## config.mk

```make
export PLATFORM = sky130hd
export DESIGN_NAME = srp_top
export DESIGN_NICKNAME = d
export VERILOG_FILES = /design/src/logic/srp_pkg.sv /design/src/logic/srp_top.sv
export SDC_FILE = /design/constraint.sdc
export NUM_CORES = 1
export LEC_CHECK = 0
export BUFFER_PORTS_ARGS = -buffer_cell sky130_fd_sc_hd__buf_2
export CAP_MARGIN = 40
export CORE_MARGIN = 1
export CORE_UTILIZATION = 48
export CTS_BUF_LIST = sky130_fd_sc_hd__clkbuf_8
export DETAILED_ROUTE_END_ITERATION = 8
export GPL_TIMING_DRIVEN = 0
export PLACE_DENSITY_LB_ADDON = 0.3
export SKIP_LAST_GASP = 1
export SLEW_MARGIN = 20
export SYNTH_ARGS = -nofsm -noshare
export SYNTH_HDL_FRONTEND = slang
export SYNTH_SLANG_ARGS = --single-unit
```

## constraint.sdc

```tcl
create_clock -name hclk -period 2.24 [get_ports hclk]
set_input_delay 0.56 -clock hclk [delete_from_list [all_inputs] [get_ports hclk]]
set_output_delay 0.56 -clock hclk [all_outputs]
set_load 0.03 [all_outputs]
```

## src/logic/srp_pkg.sv

```systemverilog
// package: constants, register map and state types of the serial replacement port
//
// Behaviour
// - drive txd and rts, sample rxd and cts
// - disconnect line high closes the radio link
// - disconnect line high blocks any new connection
// - link indicator low unless a connection exists
// - lines 4..7 are RI DTR DCD DSR, role-directed
// - handshake levels mirrored to remote independently
// - connected: serial bytes pass unchanged both ways
// - defaults give transparent transfer with no command
// - command mode only while no connection exists
// - serial framing fixed 38400 8N1 with flow control
// - every configuration change goes to nonvolatile store
// - connecting mode pages remote until connected
// - endpoint mode accepts only when acceptance allowed
// - one data channel, full duplex, once connected
// - single point-to-point link, master or slave
// - reboot command in command mode restarts module
package srp_pkg;
  // *************************************************************
  // serial timing
  // *************************************************************
  localparam int unsigned CLK_HZ      = 40_000_000;
  localparam int unsigned BAUD_BPS    = 38400;
  localparam logic [10:0] BIT_CYC     = 11'((CLK_HZ + BAUD_BPS / 2) / BAUD_BPS);
  localparam logic [10:0] HALF_CYC    = 11'(((CLK_HZ + BAUD_BPS / 2) / BAUD_BPS) / 2);
  localparam logic [3:0]  FRAME_BITS  = 4'hA;  // start + 8 data + stop
  // *************************************************************
  // register map (byte addresses)
  // *************************************************************
  localparam logic [7:0]  OFS_CTRL    = 8'h00;
  localparam logic [7:0]  OFS_CMD     = 8'h04;
  localparam logic [7:0]  OFS_STATUS  = 8'h08;
  localparam logic [7:0]  OFS_RXDATA  = 8'h0C;
  localparam logic [7:0]  OFS_TXDATA  = 8'h10;
  localparam logic [7:0]  OFS_IRQ_ST  = 8'h14;
  localparam logic [7:0]  OFS_IRQ_MSK = 8'h18;
  // ctrl fields
  localparam int unsigned CTRL_CONNECTING = 0;
  localparam int unsigned CTRL_DCE        = 1;
  localparam int unsigned CTRL_ACCEPT     = 2;
  localparam logic [2:0]  CTRL_RESET      = 3'h4;  // endpoint, dte, accept on
  // cmd fields (write pulses)
  localparam int unsigned CMD_ENTER  = 0;
  localparam int unsigned CMD_LEAVE  = 1;
  localparam int unsigned CMD_REBOOT = 2;
  // irq fields
  localparam int unsigned IRQ_UP      = 0;
  localparam int unsigned IRQ_DOWN    = 1;
  localparam int unsigned IRQ_RXCMD   = 2;
  localparam int unsigned IRQ_DISC    = 3;
  localparam int unsigned IRQ_OVERRUN = 4;
  localparam int unsigned IRQ_W       = 5;
  localparam logic [4:0]  IRQ_MSK_RESET = 5'h00;
  // handshake line index of the only dte output (dtr)
  localparam int unsigned HS_DTR = 1;
  // *************************************************************
  // connection states
  // *************************************************************
  typedef enum logic [2:0] {ST_IDLE, ST_PAGE, ST_LISTEN, ST_UP, ST_HCM} srp_state_type;
endpackage

```

## src/logic/srp_top.sv

```systemverilog
// module: host-facing serial cable replacement port with ahb-lite register slave
//
// The placing of the registers and the AHB-Lite register port were chosen for this implementation.
`timescale 1ns/1ps
module srp_top import srp_pkg::*; (
  input  wire logic        hclk,
  input  wire logic        hresetn,
  // ahb-lite slave
  input  wire logic        hsel,
  input  wire logic [31:0] haddr,
  input  wire logic [1:0]  htrans,
  input  wire logic        hwrite,
  input  wire logic [2:0]  hsize,
  input  wire logic [31:0] hwdata,
  input  wire logic        hready,
  output logic             hreadyout,
  output logic             hresp,
  output logic [31:0]      hrdata,
  output logic             irq,
  // host serial pins
  output logic             uart_txd,
  input  wire logic        uart_rxd,
  output logic             uart_rts_n,
  input  wire logic        uart_cts_n,
  // connectivity pins
  input  wire logic        disconnect_request_line,
  output logic             link_up_indicator_line,
  // handshake lines 4..7 (ri, dtr, dcd, dsr)
  input  wire logic [3:0]  general_io_line_in,
  output logic [3:0]       general_io_line_out,
  output logic [3:0]       general_io_line_oe,
  // radio stack side
  output logic             radio_page,
  output logic             radio_accept,
  output logic             radio_close,
  input  wire logic        radio_incoming,
  input  wire logic        radio_up,
  output logic [7:0]       link_tx_data,
  output logic             link_tx_valid,
  input  wire logic        link_tx_ready,
  input  wire logic [7:0]  link_rx_data,
  input  wire logic        link_rx_valid,
  output logic             link_rx_ready,
  output logic [3:0]       link_hs_tx,
  input  wire logic [3:0]  link_hs_rx,
  // persistent store and restart
  output logic             nv_store,
  output logic [2:0]       nv_data,
  output logic             module_restart
);
  // *************************************************************
  // pin synchronisers
  // *************************************************************
  logic [7:0]            meta_r;     // first stage, read only by sync_r
  logic [7:0]            sync_r;     // second stage
  logic                  rxd_s;      // synchronised serial input
  logic                  cts_s;      // synchronised clear to send (low active)
  logic                  disc_s;     // synchronised disconnect request
  logic [3:0]            gio_s;      // synchronised handshake inputs

  // two flops on every asynchronous pin; idle levels as reset values
  always_ff @(posedge hclk or negedge hresetn) begin
    if (!hresetn) begin
      meta_r <= 8'h03;
      sync_r <= 8'h03;
    end else begin
      // bit 3 is a spare stage so the handshake lines land on bits 7..4
      meta_r <= {general_io_line_in, 1'b0, disconnect_request_line, uart_cts_n, uart_rxd};
      sync_r <= meta_r;
    end
  end
  assign rxd_s  = sync_r[0];
  assign cts_s  = sync_r[1];
  assign disc_s = sync_r[2];
  assign gio_s  = sync_r[7:4];

  // *************************************************************
  // ahb-lite slave
  // *************************************************************
  logic                  dp_valid_r; // data phase pending
  logic                  dp_write_r; // data phase is a write
  logic [7:0]            dp_addr_r;  // latched word offset
  logic [2:0]            ctrl_r;     // mode, role, accept enable
  logic [4:0]            irq_st_r;   // sticky events
  logic [4:0]            irq_msk_r;  // interrupt enables
  logic [4:0]            irq_set;    // events of this cycle
  logic                  ap_take;    // address phase accepted
  logic                  wr_ctrl;    // write strobes
  logic                  wr_cmd;
  logic                  wr_tx;
  logic                  wr_msk;
  logic                  rd_rx;      // read strobes
  logic                  rd_ist;
  logic                  in_hcm;     // command mode active
  logic                  enter_req;  // command pulses
  logic                  leave_req;
  logic                  reboot_req;

  assign ap_take    = hsel && htrans[1] && hready;
  assign wr_ctrl    = dp_valid_r && dp_write_r && (dp_addr_r == OFS_CTRL);
  assign wr_cmd     = dp_valid_r && dp_write_r && (dp_addr_r == OFS_CMD);
  assign wr_tx      = dp_valid_r && dp_write_r && (dp_addr_r == OFS_TXDATA);
  assign wr_msk     = dp_valid_r && dp_write_r && (dp_addr_r == OFS_IRQ_MSK);
  assign rd_rx      = dp_valid_r && !dp_write_r && (dp_addr_r == OFS_RXDATA);
  assign rd_ist     = dp_valid_r && !dp_write_r && (dp_addr_r == OFS_IRQ_ST);
  assign enter_req  = wr_cmd && hwdata[CMD_ENTER];
  assign leave_req  = wr_cmd && hwdata[CMD_LEAVE];
  assign reboot_req = wr_cmd && hwdata[CMD_REBOOT] && in_hcm;
  assign hreadyout  = 1'b1;  // zero wait states, every access completes at once
  assign hresp      = 1'b0;  // always okay
  assign irq        = |(irq_st_r & irq_msk_r);

  // capture the address phase; only the word offset matters
  always_ff @(posedge hclk or negedge hresetn) begin
    if (!hresetn) begin
      dp_valid_r <= 1'b0;
      dp_write_r <= 1'b0;
      dp_addr_r  <= 8'h00;
    end else if (hready) begin
      dp_valid_r <= ap_take;
      dp_write_r <= hwrite;
      dp_addr_r  <= {haddr[7:2], 2'b00};
    end
  end

  // ctrl is only changed in command mode, and every ctrl change is stored; the irq mask is written in any state, unstored
  always_ff @(posedge hclk or negedge hresetn) begin
    if (!hresetn) begin
      ctrl_r    <= CTRL_RESET;
      irq_msk_r <= IRQ_MSK_RESET;
      nv_store  <= 1'b0;
      nv_data   <= CTRL_RESET;
    end else begin
      nv_store <= wr_ctrl && in_hcm;
      if (wr_ctrl && in_hcm) begin
        ctrl_r  <= hwdata[2:0];
        nv_data <= hwdata[2:0];
      end
      if (wr_msk) begin
        irq_msk_r <= hwdata[4:0];
      end
    end
  end

  // read clears the sticky bits, but an event in the same cycle survives
  always_ff @(posedge hclk or negedge hresetn) begin
    if (!hresetn) begin
      irq_st_r <= 5'h00;
    end else begin
      irq_st_r <= (rd_ist ? 5'h00 : irq_st_r) | irq_set;
    end
  end

  // *************************************************************
  // connection state machine
  // *************************************************************
  srp_state_type         state_r;    // current connection state
  srp_state_type         state_nxt;
  srp_state_type         seek_st;    // where to look for a link
  logic                  disc_d_r;   // delayed disconnect for edge

  assign seek_st = ctrl_r[CTRL_CONNECTING] ? ST_PAGE : ST_LISTEN;
  assign in_hcm  = (state_r == ST_HCM);

  always_comb begin
    state_nxt = state_r;
    unique case (state_r)
      ST_IDLE: begin
        if (enter_req) begin
          state_nxt = ST_HCM;
        end else if (!disc_s) begin
          state_nxt = seek_st;
        end
      end
      ST_PAGE, ST_LISTEN: begin
        if (disc_s) begin
          state_nxt = ST_IDLE;
        end else if (enter_req) begin
          state_nxt = ST_HCM;
        end else if (radio_up) begin
          state_nxt = ST_UP;
        end
      end
      ST_UP: begin
        // command requests are ignored while linked
        if (disc_s) begin
          state_nxt = ST_IDLE;
        end else if (!radio_up) begin
          state_nxt = seek_st;
        end
      end
      ST_HCM: begin
        if (leave_req || reboot_req) begin
          state_nxt = ST_IDLE;
        end
      end
    endcase
  end

  always_ff @(posedge hclk or negedge hresetn) begin
    if (!hresetn) begin
      state_r        <= ST_IDLE;
      disc_d_r       <= 1'b0;
      module_restart <= 1'b0;
    end else begin
      state_r        <= state_nxt;
      disc_d_r       <= disc_s;
      module_restart <= reboot_req;
    end
  end

  // paging is held so the radio retries until a link forms
  assign radio_page   = (state_r == ST_PAGE) && !disc_s;
  assign radio_accept = (state_r == ST_LISTEN) && !disc_s && radio_incoming
                        && ctrl_r[CTRL_ACCEPT];
  assign radio_close  = disc_s;
  assign link_up_indicator_line = (state_r == ST_UP);

  // *************************************************************
  // receive side: serial pin to holding byte
  // *************************************************************
  logic                  rx_busy_r;  // frame in progress
  logic [10:0]           rx_cnt_r;   // cycles to next sample
  logic [3:0]            rx_bit_r;   // sample index in frame
  logic [7:0]            rx_sh_r;    // shift register
  logic                  rx_full_r;  // holding byte valid
  logic [7:0]            rx_hold_r;  // holding byte
  logic                  rx_done;    // good stop bit sampled
  logic                  rx_pop;     // holding byte consumed
  logic                  rx_tick;    // sample instant

  assign rx_tick = rx_busy_r && (rx_cnt_r == 11'h000);
  assign rx_done = rx_tick && (rx_bit_r == FRAME_BITS - 4'h1) && rxd_s;
  // linked: bytes go to the radio only, never to the command path
  assign rx_pop  = (link_tx_valid && link_tx_ready) || (rd_rx && in_hcm);
  assign link_tx_valid = rx_full_r && (state_r == ST_UP);
  assign link_tx_data  = rx_hold_r;
  assign uart_rts_n    = rx_full_r;

  // sample mid-bit; a false start (high at mid start bit) is abandoned
  always_ff @(posedge hclk or negedge hresetn) begin
    if (!hresetn) begin
      rx_busy_r <= 1'b0;
      rx_cnt_r  <= 11'h000;
      rx_bit_r  <= 4'h0;
      rx_sh_r   <= 8'h00;
    end else if (!rx_busy_r) begin
      rx_busy_r <= !rxd_s;
      rx_cnt_r  <= HALF_CYC;
      rx_bit_r  <= 4'h0;
    end else if (rx_tick) begin
      rx_cnt_r <= BIT_CYC - 11'h001;
      rx_bit_r <= rx_bit_r + 4'h1;
      if ((rx_bit_r == 4'h0 && rxd_s) || rx_bit_r == FRAME_BITS - 4'h1) begin
        rx_busy_r <= 1'b0;
      end
      if (rx_bit_r != 4'h0 && rx_bit_r != FRAME_BITS - 4'h1) begin
        rx_sh_r <= {rxd_s, rx_sh_r[7:1]};  // lsb first
      end
    end else begin
      rx_cnt_r <= rx_cnt_r - 11'h001;
    end
  end

  // a byte that finds the holding register full is dropped and flagged
  always_ff @(posedge hclk or negedge hresetn) begin
    if (!hresetn) begin
      rx_full_r <= 1'b0;
      rx_hold_r <= 8'h00;
    end else if (rx_done && (!rx_full_r || rx_pop)) begin
      rx_full_r <= 1'b1;
      rx_hold_r <= rx_sh_r;
    end else if (rx_pop) begin
      rx_full_r <= 1'b0;
    end
  end

  // *************************************************************
  // transmit side: remote or command reply to serial pin
  // *************************************************************
  logic                  tx_busy_r;  // frame in progress
  logic [10:0]           tx_cnt_r;   // cycles left in bit
  logic [3:0]            tx_bit_r;   // bits left
  logic [9:0]            tx_sh_r;    // frame shifter
  logic                  tx_load;    // start a frame
  logic [7:0]            tx_byte;    // byte to frame

  // host holds off remote bytes with cts, command replies ignore it; a started frame always completes
  assign link_rx_ready = !tx_busy_r && !cts_s && (state_r == ST_UP);
  assign tx_load = (link_rx_valid && link_rx_ready) || (wr_tx && in_hcm && !tx_busy_r);
  assign tx_byte = (state_r == ST_UP) ? link_rx_data : hwdata[7:0];

  always_ff @(posedge hclk or negedge hresetn) begin
    if (!hresetn) begin
      tx_busy_r <= 1'b0;
      tx_cnt_r  <= 11'h000;
      tx_bit_r  <= 4'h0;
      tx_sh_r   <= 10'h3FF;
      uart_txd  <= 1'b1;
    end else if (tx_load) begin
      tx_busy_r <= 1'b1;
      tx_cnt_r  <= BIT_CYC - 11'h001;
      tx_bit_r  <= FRAME_BITS - 4'h1;
      tx_sh_r   <= {1'b1, tx_byte, 1'b0};
      uart_txd  <= 1'b0;
    end else if (tx_busy_r && tx_cnt_r == 11'h000) begin
      tx_cnt_r  <= BIT_CYC - 11'h001;
      tx_bit_r  <= tx_bit_r - 4'h1;
      tx_busy_r <= (tx_bit_r != 4'h0);
      tx_sh_r   <= {1'b1, tx_sh_r[9:1]};
      uart_txd  <= (tx_bit_r == 4'h0) ? 1'b1 : tx_sh_r[1];
    end else if (tx_busy_r) begin
      tx_cnt_r <= tx_cnt_r - 11'h001;
    end
  end

  // *************************************************************
  // handshake line emulation
  // *************************************************************
  logic [3:0]            hs_out_r;   // levels driven to the host
  logic [3:0]            hs_dir;     // 1: line is an output

  // dte drives only dtr; dce drives the other three
  generate
    for (genvar i = 0; i < 4; i++) begin : g_hs
      assign hs_dir[i] = ctrl_r[CTRL_DCE] ? (i != HS_DTR) : (i == HS_DTR);
      assign link_hs_tx[i] = !hs_dir[i] && gio_s[i];
      always_ff @(posedge hclk or negedge hresetn) begin
        if (!hresetn) begin
          hs_out_r[i] <= 1'b0;
        end else begin
          hs_out_r[i] <= hs_dir[i] && link_hs_rx[i] && (state_r == ST_UP);
        end
      end
    end
  endgenerate
  assign general_io_line_out = hs_out_r;
  assign general_io_line_oe  = hs_dir;

  // *************************************************************
  // events and read data
  // *************************************************************
  assign irq_set[IRQ_UP]      = (state_r != ST_UP) && (state_nxt == ST_UP);
  assign irq_set[IRQ_DOWN]    = (state_r == ST_UP) && (state_nxt != ST_UP);
  assign irq_set[IRQ_RXCMD]   = rx_done && in_hcm;
  assign irq_set[IRQ_DISC]    = disc_s && !disc_d_r;
  assign irq_set[IRQ_OVERRUN] = rx_done && rx_full_r && !rx_pop;

  always_comb begin
    hrdata = 32'h0000_0000;  // unmapped and write-only offsets read zero
    if (dp_valid_r && !dp_write_r) begin
      unique case (dp_addr_r)
        OFS_CTRL:    hrdata = {29'h0, ctrl_r};
        OFS_STATUS:  hrdata = {28'h0, tx_busy_r, rx_full_r, in_hcm, link_up_indicator_line};
        OFS_RXDATA:  hrdata = {24'h0, rx_hold_r};
        OFS_IRQ_ST:  hrdata = {27'h0, irq_st_r};
        OFS_IRQ_MSK: hrdata = {27'h0, irq_msk_r};
        default:     hrdata = 32'h0000_0000;
      endcase
    end
  end

  // *************************************************************
  // assertions
  // *************************************************************
  property p_rts_full;
    @(posedge hclk) disable iff (!hresetn)
    (rx_done && !rx_full_r) |=> uart_rts_n;
  endproperty
  a_rts_full: assert property (p_rts_full) else $error("rts not raised on full");

  property p_close;
    @(posedge hclk) disable iff (!hresetn)
    disc_s |-> radio_close ##1 !link_up_indicator_line;
  endproperty
  a_close: assert property (p_close) else $error("link kept on disconnect");

  property p_no_new;
    @(posedge hclk) disable iff (!hresetn)
    disc_s |-> !radio_page && !radio_accept;
  endproperty
  a_no_new: assert property (p_no_new) else $error("connect attempt while blocked");

  property p_up_ind;
    @(posedge hclk) disable iff (!hresetn)
    ((state_r == ST_PAGE || state_r == ST_LISTEN) && radio_up && !disc_s && !enter_req)
      |=> link_up_indicator_line;
  endproperty
  a_up_ind: assert property (p_up_ind) else $error("indicator late");

  property p_hcm_down;
    @(posedge hclk) disable iff (!hresetn)
    in_hcm |-> !link_up_indicator_line && !link_tx_valid;
  endproperty
  a_hcm_down: assert property (p_hcm_down) else $error("command mode while linked");

  property p_fwd;
    @(posedge hclk) disable iff (!hresetn)
    (link_up_indicator_line && rx_full_r) |-> link_tx_valid && (link_tx_data == rx_hold_r);
  endproperty
  a_fwd: assert property (p_fwd) else $error("byte not forwarded");

  property p_nv;
    @(posedge hclk) disable iff (!hresetn)
    (wr_ctrl && in_hcm) |=> nv_store && (nv_data == ctrl_r);
  endproperty
  a_nv: assert property (p_nv) else $error("setting not stored");

  property p_reboot;
    @(posedge hclk) disable iff (!hresetn)
    module_restart |-> $past(in_hcm) && !in_hcm;
  endproperty
  a_reboot: assert property (p_reboot) else $error("restart outside command mode");

  property p_baud;
    @(posedge hclk) disable iff (!hresetn)
    tx_load |=> (tx_cnt_r == BIT_CYC - 11'h001) && !uart_txd;
  endproperty
  a_baud: assert property (p_baud) else $error("bad start bit timing");

  property p_dte_dir;
    @(posedge hclk) disable iff (!hresetn)
    !ctrl_r[CTRL_DCE] |-> (general_io_line_oe == 4'h2);
  endproperty
  a_dte_dir: assert property (p_dte_dir) else $error("dte direction wrong");

  c_link_up:  cover property (@(posedge hclk) disable iff (!hresetn) $rose(link_up_indicator_line));
  c_fwd_byte: cover property (@(posedge hclk) disable iff (!hresetn) link_tx_valid && link_tx_ready);
  c_reboot:   cover property (@(posedge hclk) disable iff (!hresetn) module_restart);
  c_page:     cover property (@(posedge hclk) disable iff (!hresetn) radio_page);
endmodule

```

==> flow_summary.json, run 1 <==
{
  "finClkSkew_ns": 0.01118,
  "rr_startpoint": "dp_addr_r[7]",
  "post-place-ws_ns": -0.5464,
  "num_rows": 37,
  "cts_tree": "yes",
  "ys.warnings.count": 0,
  "cellLeakagePower_uw": 0.003120,
  "core_area_sq_um": 10280,
  "syn_to_final_growth_pct": 30.16,
  "finalWeightedCongestion": 0.9164,
  "cp-start-kind": "flop",
  "min_path_type": "input pin to asynchronous set/reset pin",
  "crit_start": "dp_addr_r[6]",
  "worstSetupEndpointType": "output port",
  "fp.dieH_microns": 104.7,
  "start_util_pct": 49.28,
  "clkTransAtPathRegs_ns": 0.11,
  "cp_slowest_cell": "or4_4",
  "fin_crit_ns": 2.526,
  "portBuffers": 83,
  "cts_buffer_depth": 2,
  "crit_fanout": 5,
  "drc": 0,
  "wire_per_inst_microns": 15.18,
  "max_stage_delay_ns": 0.49,
  "drt_wl_total_microns": 11750,
  "cts_buffers": 9,
  "ir_worst_vdd_v": 0.0003529,
  "drtIter0Drc": 210,
  "cts-hold-fix-buffers": 0,
  "grt_usage_pct": 22.26,
  "grt_pass1_wl_microns": 19540,
  "synth-seq-cells": 103,
  "n_antenna_cell": 0,
  "overflow": 0,
  "rr_worst_depth": 6,
  "setup_violations": 11,
  "synth_area_sq_um": 5065,
  "ant_nets": 0,
  "p_sw_share_pct": 30.48,
  "drtPass1Iterations": 6,
  "clkLatencyLatePin_ns": 0.37,
  "antenna_found_initial": 0,
  "holdWs_ns": 0.04866,
  "htreeDepth": 3,
  "async_flop_share_pct": 100.0,
  "finalHoldViolCount": 0,
  "grt_max_degree": 76,
  "ioPinCount": 165,
  "hpwl_microns": 8108,
  "power_density_nw_per_um2": 585.7,
  "clock.fmax_ghz": 0.3959,
  "netSwitchingPower_uw": 1177,
  "p_int_uw": 2685,
  "final.period_utilization_pct": 112.8,
  "num_vias": 4093,
  "cp_cell_sequence": "or3_4 -> or4_4 -> nor2_2 -> buf_6",
  "synth_cells": 485,
  "status": "finished, violations left",
  "power_uw": 3861,
  "fin_nets": 737,
  "crit_type": "flop to output port",
  "clkSinkCount": 103,
  "grt_pass1_vias": 4030,
  "cap_violations": 0,
  "yosysSeqAreaShare_pct": 51.24,
  "cp.required_ns": 1.68,
  "rsz0062_at_grt": "true",
  "violations": "negative setup slack",
  "clockPowerShare_pct": 29.8,
  "ys_types": 59,
  "clockRootBuffer": "clkbuf_8",
  "vias_per_cell": 5.288,
  "seqPwrFrac_pct": 51.5,
  "drive_gt1_share_pct": 42.63,
  "dieArea_sq_um": 10970,
  "cp_data_arrival_time_ns": 1.97,
  "drv_slew": 0,
  "syn_area_per_cell_sq_um": 10.44,
  "combPwrFrac_pct": 18.7,
  "ys.flop_type": "dfrtp_1",
  "fillers": 809,
  "fin_ws_ns": -0.2861,
  "synth_edf_count": 0,
  "die_w_microns": 104.7
}
[sequential cells by signal, summed over array words and instances, names as in the netlist, 4 cells and up]
| register | cells |
|---|---|
| rx_bit_r | 4 |
| general_io_line_out | 4 |
| tx_cnt_r | 11 |
| sync_r | 7 |
| rx_cnt_r | 11 |
| tx_sh_r | 8 |
| meta_r | 7 |
| link_tx_data | 8 |
| irq_st_r | 5 |
| rx_sh_r | 8 |
| irq_msk_r | 5 |
| tx_bit_r | 4 |
| dp_addr_r | 6 |
[layout by cell type, fill, tap and decap left out, types with 3 or more instances in the layout]
master and n:
dfrtp_1 87, a211oi_1 3, nand3_1 8, clkbuf_8 12
nand2b_1 6, or3_1 6, nor4_4 5, ha_1 6
conb_1 26, xor2_1 9, and3b_1 4, and2_4 3
and3_1 8, o21ai_0 19, nor2b_1 4, nor2_2 5
a21oi_2 4, buf_2 70, a22oi_1 8, nand3b_1 5
xnor2_1 9, inv_6 3, clkbuf_1 3, nor2_1 34
a22o_1 3, inv_1 18, nand2_1 39, nor2_4 3
a21oi_1 15, or4_1 5, buf_4 66, nor3_1 5
a31oi_1 8, o21a_1 3, mux2_2 36, buf_6 14
dfstp_2 14
[synthesized netlist by cell type (7+ instances only)]
cell	count	area (sq um)
a21oi_1	20	100.1
xor2_1	9	78.83
buf_4	29	217.7
dfstp_2	14	367.9
a31oi_1	8	50.05
nand2b_1	7	43.79
clkbuf_1	14	52.55
and3_1	9	56.30
o21ai_0	19	95.09
nand2_1	40	150.1
or3_1	8	50.05
dfrtp_1	89	2227
inv_1	18	67.56
ha_1	7	87.58
nand3_1	8	40.04
nor2_1	42	157.7
xnor2_1	9	78.83
a22oi_1	8	60.06
mux2_2	36	405.4
[worst max-delay path: cells and delay by family, from the launching register on]
| family | cells | cell delay [ns] |
|---|---|---|
| AND/OR/NAND/NOR | 3 | 1.04 |
| flip-flops | 1 | 0.42 |
| buffers and inverters | 1 | 0.14 |
[power groups by stage]
stage / clock (uW) / combinational, uW / sequential [uW]
2_1_floorplan: 0 / 396 / 2020
3_3_place_gp: 0 / 582 / 2010
3_5_place_dp: 0 / 599 / 2010
4_1_cts: 1200 / 714 / 1980
5_1_grt: 1260 / 785 / 2000
6_report: 1150 / 722 / 1990
[metal layers]
metal  vias up  GRT usage, %  wire length [microns]
li1       1933             -                      -
met1      1992         28.99                   5044
met2       140         36.57                   5709
met3        28         3.930                    704
met4         0         9.557                    291
met5         -             0                      0
[area by class of cell]
type	count	area (sq um)	share of cell area [%]
Sequential cell	103	2597	39.40
Multi-Input combinational cell	341	2466	37.41
Timing Repair Buffer	117	772.0	11.71
Buffer	42	315.3	4.783
Tap cell	136	170.2	2.581
Clock buffer	10	137.6	2.088
Inverter	19	76.32	1.158
Clock inverter	6	57.56	0.8730
[kinds of logic (layout without fill, tap and decap cells)]
family	after synthesis	in the layout	share of synthesized area, %
compound gates	82	82	10.20
xor+xnor	18	18	3.113
mux	39	39	8.597
buf+inv	65	194	7.016
other cells	2	26	0.1483
simple gates	169	169	17.96
flops	103	103	51.24
fa+ha+maj	7	7	1.729
[final timing paths]
path,slack (ns),end
setup / recovery,-0.29,hrdata[2]
hold / removal,0.05,state_r[1]
setup reg to reg,-0.23,irq_st_r[0]
hold reg to reg,0.35,sync_r[4]
max in group asynchronous,1.50,meta_r[0]
min in group hclk,0.28,meta_r[0]
[through the flow]
stage	TNS, ns	cells	util, %	instance area [sq um]
detailed placement	-13.64	729	56.48	5804
CTS	-2.694	767	62.89	6464
global route	-3.932	774	64.15	6593
floorplan	-0.4312	509	-	5185
global placement	-51.72	728	56.15	5771
finish	-2.428	774	64.15	6593
[repair_timing]
action                                  CTS  global route
resized for setup                        74            36
pin swaps                                20            16
buffers inserted                         25            10
endpoints found under the setup margin   54            44
Note: power is estimated with default switching activity, not from simulation.
==> inputs of run 2 (changes only) <==
--- a/config.mk
+++ b/config.mk
@@ -13,6 +13,7 @@
 export DETAILED_ROUTE_END_ITERATION = 8
 export GPL_TIMING_DRIVEN = 0
 export PLACE_DENSITY_LB_ADDON = 0.3
+export REMOVE_ABC_BUFFERS = 1
 export SKIP_LAST_GASP = 1
 export SLEW_MARGIN = 20
 export SYNTH_ARGS = -nofsm -noshare
==> run 2 against run 1 <==
Net effect:
- the run still ends with negative setup slack left
- flip-flop and latch count unchanged
- non-clock buffer count down 34
- sequential power about the same
- count of clock-buffer cells in the layout up 1
- first-iteration DRC count down 27%
- register-to-register slack better by 0.11 ns
- combinational power down 12%
- worst setup slack worse by 0.049 ns
- clock power up 4%
- global-route usage down 0.97 points
- critical endpoint is now hrdata[0]
- largest cell class unchanged
- largest power group unchanged
==> flow_summary.json, run 2 (synthesized netlist as in run 1, its figures left out) <==
{
  "overflow": 0,
  "ant_nets": 0,
  "grt_usage_pct": 21.29,
  "clkLatencyLatePin_ns": 0.38,
  "grt_pass1_wl_microns": 18460,
  "cap_violations": 0,
  "clkSinkCount": 103,
  "violations": "negative setup slack",
  "num_rows": 37,
  "antenna_found_initial": 0,
  "fin_ws_ns": -0.3352,
  "worstSetupEndpointType": "output port",
  "crit_fanout": 5,
  "vias_per_cell": 5.324,
  "fin_crit_ns": 2.575,
  "final_common_cell": "dfrtp_1",
  "cp_data_arrival_time_ns": 2.02,
  "clock.fmax_ghz": 0.3883,
  "drtPass1Iterations": 4,
  "final_area_sq_um": 6349,
  "rsz0062_at_grt": "true",
  "power_density_nw_per_um2": 605.1,
  "utilization_pct": 61.77,
  "fillers": 819,
  "wire_per_inst_microns": 15.31,
  "cellLeakagePower_uw": 0.002934,
  "portBuffers": 84,
  "fin_nets": 703,
  "finalHoldViolCount": 0,
  "cts_tree": "yes",
  "finalWeightedCongestion": 0.8423,
  "htreeDepth": 3,
  "start_util_pct": 49.28,
  "hpwl_microns": 7430,
  "drtIter0Drc": 153,
  "n_antenna_cell": 0,
  "clkTransAtPathRegs_ns": 0.09,
  "core_area_sq_um": 10280,
  "grt_pass1_vias": 3881,
  "ioPinCount": 165,
  "cp.required_ns": 1.68,
  "drc": 0,
  "cts_buffers": 9,
  "post-place-ws_ns": -1.050,
  "drv_slew": 0,
  "place_area_sq_um": 5533,
  "die_w_microns": 104.7,
  "finClkSkew_ns": 0.009529,
  "final_cell_mix": "83 x dfrtp_1, 73 x buf_2, 39 x nand2_1",
  "clockRootBuffer": "clkbuf_8",
  "min_path_type": "input pin to asynchronous set/reset pin",
  "cts_buffer_depth": 2,
  "drt_wl_total_microns": 11330,
  "crit_type": "flop to output port",
  "syn_to_final_growth_pct": 25.35,
  "fp.dieH_microns": 104.7,
  "cp-start-kind": "flop",
  "reg_top3": "rx_cnt_r x11, tx_cnt_r x11",
  "ir_worst_vdd_v": 0.0003992,
  "dieArea_sq_um": 10970,
  "status": "finished, violations left",
  "cts-hold-fix-buffers": 0,
  "num_vias": 3940,
  "grt_max_degree": 64,
  "setup_violations": 10,
  "final.period_utilization_pct": 115.0,
  "drive_gt1_share_pct": 40.07
}
run 2: changes by cell type in the layout (fill, tap and decap cells not counted), moves of 4 or more:
| cell | previous run | this run |
|---|---|---|
| buf_4 | 66 | 37 |
| dfrtp_1 | 87 | 83 |
| dfrtp_2 | 2 | 6 |
| nor2_2 | 5 | 1 |
| nor2_4 | 3 | 7 |
run 2: path summary, 6_finish.rpt:
| check | endpoint | cells past startpoint | from | slack, ns |
|---|---|---|---|---|
| worst min-delay path | nv_store | 1 | hresetn | 0.09 |
| min in group hclk | meta_r[0] | 1 | uart_rxd | 0.27 |
| worst max register to register | irq_st_r[0] | 5 | dp_addr_r[5] | -0.12 |
| worst max-delay path | hrdata[0] | 4 | dp_addr_r[7] | -0.34 |
| worst min register to register | sync_r[5] | 0 | meta_r[5] | 0.35 |
| max in group asynchronous | sync_r[0] | 2 | hresetn | 1.49 |
run 2: area by class of cell:
cell class	count	area (sq um)	share of cell area (%)
Clock buffer	11	151.4	2.385
Clock inverter	5	56.30	0.8869
Inverter	19	76.32	1.202
Multi-Input combinational cell	341	2464	38.81
Sequential cell	103	2603	40.99
Tap cell	136	170.2	2.680
Timing Repair Buffer	125	828.3	13.05
run 2: power breakdown:
group          switching, uW  total (uW)  leakage (uW)  internal, uW
clock network            628        1200      0.000105           576
registers               72.9        2000       0.00122          1930
logic                    396         636       0.00161           240
total                   1100        3840       0.00293          2740
run 2: timing repair:
action,CTS,global route
endpoints found under the setup margin,63,38
buffers inserted,21,17
pin swaps,18,14
resized for setup,64,20
run 2: metal layers:
metal,vias up,part of all wire [%],global-route usage [%],wire length [microns]
met5,-,0,0,0
met4,0,2.1,8.753,243
met3,20,5.3,6.613,596
met2,105,49,34.39,5603
met1,1955,43,26.51,4886
li1,1860,-,-,-
run 2: through the flow:
step	TNS, ns	instances	hold slack [ns]	total power [uW]
after floorplan	-13.41	463	0.2644	2359
after global placement	-91.54	683	0.3336	2536
after detailed placement	-32.29	687	0.3347	2553
after CTS	-2.570	724	0.08851	3849
after global routing	-3.403	740	0.09630	4027
final	-2.441	740	0.08875	3842
run 2: critical path, cell delays in order (launching register included):
cell     delay [ns]
dfrtp_1        0.42
or3_4          0.40
or4_4          0.53
nor2_4         0.15
buf_6          0.14
==> inputs of run 3 (changes only) <==
--- a/config.mk
+++ b/config.mk
@@ -11,7 +11,6 @@
 export CORE_UTILIZATION = 48
 export CTS_BUF_LIST = sky130_fd_sc_hd__clkbuf_8
 export DETAILED_ROUTE_END_ITERATION = 8
-export GPL_TIMING_DRIVEN = 0
 export PLACE_DENSITY_LB_ADDON = 0.3
 export REMOVE_ABC_BUFFERS = 1
 export SKIP_LAST_GASP = 1
==> constraint.sdc (replaced) <==
create_clock -name hclk -period 2.2 [get_ports hclk]
set_input_delay 0.55 -clock hclk [delete_from_list [all_inputs] [get_ports hclk]]
set_output_delay 0.55 -clock hclk [all_outputs]
set_load 0.03 [all_outputs]
==> run 3 against run 2 <==
Net effect:
- the run still ends with negative setup slack left
- largest cell class unchanged
- sequential power is essentially flat
- clock power is essentially flat
- largest power group unchanged
- cell count grew 1.6%
- critical path depth grew 2
- core utilization shrank 0.21 points
- flip-flop and latch count is the same
- count of clock-buffer cells in the layout shrank 2
- worst setup slack lost 0.026 ns
- total power grew 0.52%
- global-route usage grew 0.44 points
==> flow_summary.json, run 3 (synthesized netlist as in run 1, its figures left out) <==
{
  "status": "finished, violations left",
  "violations": "negative setup slack",
  "num_rows": 37,
  "rr_worst_depth": 7,
  "drv_slew": 0,
  "syn_to_final_growth_pct": 24.93,
  "worstSetupEndpointType": "output port",
  "fin_ws_ns": -0.3608,
  "ir_worst_vdd_v": 0.0004426,
  "htreeDepth": 3,
  "cap_violations": 0,
  "core_area_sq_um": 10280,
  "power_uw": 3861,
  "r2r_slack_ns": -0.33,
  "cts_buffers": 9,
  "p_sw_share_pct": 28.99,
  "grt_usage_pct": 21.73,
  "finalHoldViolCount": 0,
  "p_int_uw": 2742,
  "clkLatencyLatePin_ns": 0.37,
  "utilization_pct": 61.57,
  "cellLeakagePower_uw": 0.002937,
  "drtPass1Iterations": 5,
  "portBuffers": 84,
  "crit_type": "flop to output port",
  "seqCellArea_sq_um": 2595,
  "ioPinCount": 165,
  "clockPowerShare_pct": 30.6,
  "final.period_utilization_pct": 116.4,
  "r2r_end": "irq_st_r[0]",
  "clockRootBuffer": "clkbuf_8",
  "rr_startpoint": "dp_addr_r[6]",
  "power_density_nw_per_um2": 610.3,
  "maxSlewHeadroom_pct": 64.17,
  "die_w_microns": 104.7,
  "post-place-ws_ns": -0.1303,
  "setup_violations": 12,
  "fp.dieH_microns": 104.7,
  "combPwrFrac_pct": 17.1,
  "min_path_type": "input pin to asynchronous set/reset pin",
  "cp_data_arrival_time_ns": 2.01,
  "finalWeightedCongestion": 0.8775,
  "crit_fanout": 6,
  "hpwl_microns": 7973,
  "drc": 0,
  "clkTransAtPathRegs_ns": 0.09,
  "fin_crit_ns": 2.561,
  "grt_pass1_wl_microns": 18860,
  "final_common_cell": "dfrtp_1",
  "overflow": 0,
  "seqPwrFrac_pct": 52.3,
  "finClkSkew_ns": 0.01236,
  "start_util_pct": 49.28,
  "final_cell_mix": "89 x dfrtp_1, 73 x buf_2, 47 x buf_4",
  "fin_nets": 715,
  "drtIter0Drc": 210,
  "antenna_found_initial": 0,
  "dieArea_sq_um": 10970,
  "multi_input_area_sq_um": 2380,
  "cts_tree": "yes",
  "wire_per_inst_microns": 15.02,
  "num_vias": 3972,
  "cts_buffer_depth": 2,
  "clkSinkCount": 103,
  "n_antenna_cell": 0,
  "fillers": 849,
  "cp.required_ns": 1.65,
  "grt_max_degree": 42,
  "ant_nets": 0,
  "drive_gt1_share_pct": 39.12,
  "cp-start-kind": "flop",
  "vias_per_cell": 5.282,
  "grt_pass1_vias": 3961,
  "drt_wl_total_microns": 11300,
  "clock.fmax_ghz": 0.3905,
  "worst_pin_slew_ns": 0.5374,
  "netSwitchingPower_uw": 1120,
  "rsz0062_at_grt": "true",
  "reg_top3": "rx_cnt_r x11, tx_cnt_r x11"
}
==> run 3: cell types whose count changed in the layout (fill, tap and decap cells not counted), moves of 3 or more <==
cell and change:
nor4_4 -4, dfrtp_1 +6, nor4_2 +3, dfrtp_2 -6, buf_4 +10, clkbuf_4 +3
buf_6 -3
==> run 3: cell type report <==
class	count	area share [%]
inverter	19	1.127
timing repair buffer	137	14.47
clock inverter	7	1.127
tap	136	2.689
sequential	103	41.01
multi-input combinational	341	37.61
clock buffer	9	1.958
==> run 3: how the worst max path moves through the flow <==
stage,cells past startpoint,slack [ns],end,start
floorplan,6,-0.63,tx_sh_r[1],state_r[2]
finish,6,-0.36,hrdata[2],dp_addr_r[6]
CTS,4,-0.36,hrdata[2],dp_addr_r[7]
detailed placement,6,-0.13,hrdata[0],dp_addr_r[5]
global placement,5,-0.12,irq_st_r[0],dp_addr_r[5]
global route,6,-0.41,hrdata[2],dp_addr_r[6]
==> run 3: worst max-delay path, cell delays in order, from the launching register on <==
cell and delay (ns):
dfrtp_1 0.41, or4b_4 0.56, buf_6 0.16, o22ai_2 0.16
a21oi_2 0.06, nor2_4 0.13, buf_6 0.14
==> run 3: timing repair <==
action,in CTS,in global routing
cloned,0,1
endpoints found under the setup margin,28,33
resized for setup,41,21
setup buffers,2,7
pin swaps,13,10
hold buffers,0,0
==> run 3: power groups by stage <==
stage                     sequential, uW  clock (uW)  combinational, uW
final                               2020        1180                661
after CTS                           2020        1220                637
after floorplan                     2090           0                315
after global placement              2050           0                600
after global routing                2030        1280                725
after detailed placement            2050           0                612
==> run 3: routing by layer <==
layer | global-route usage (%) | vias to the layer above | share of wire, %
li1 | - | 1891 | -
met1 | 27.82 | 1953 | 43
met2 | 35.67 | 112 | 50
met3 | 5.490 | 16 | 5.3
met4 | 7.948 | 0 | 1.7
met5 | 0 | - | 0
==> run 3: metrics by stage <==
step                setup TNS (ns)  hold WS, ns  area (sq um)  std cells
finish                      -3.157       0.1391          6327        752
global route                -4.523       0.1754          6327        752
CTS                         -2.966       0.1553          6190        745
detailed placement          -1.554       0.3347          5826        727
global placement           -0.8634       0.3336          5826        727
floorplan                   -15.25       0.2544          4871        463
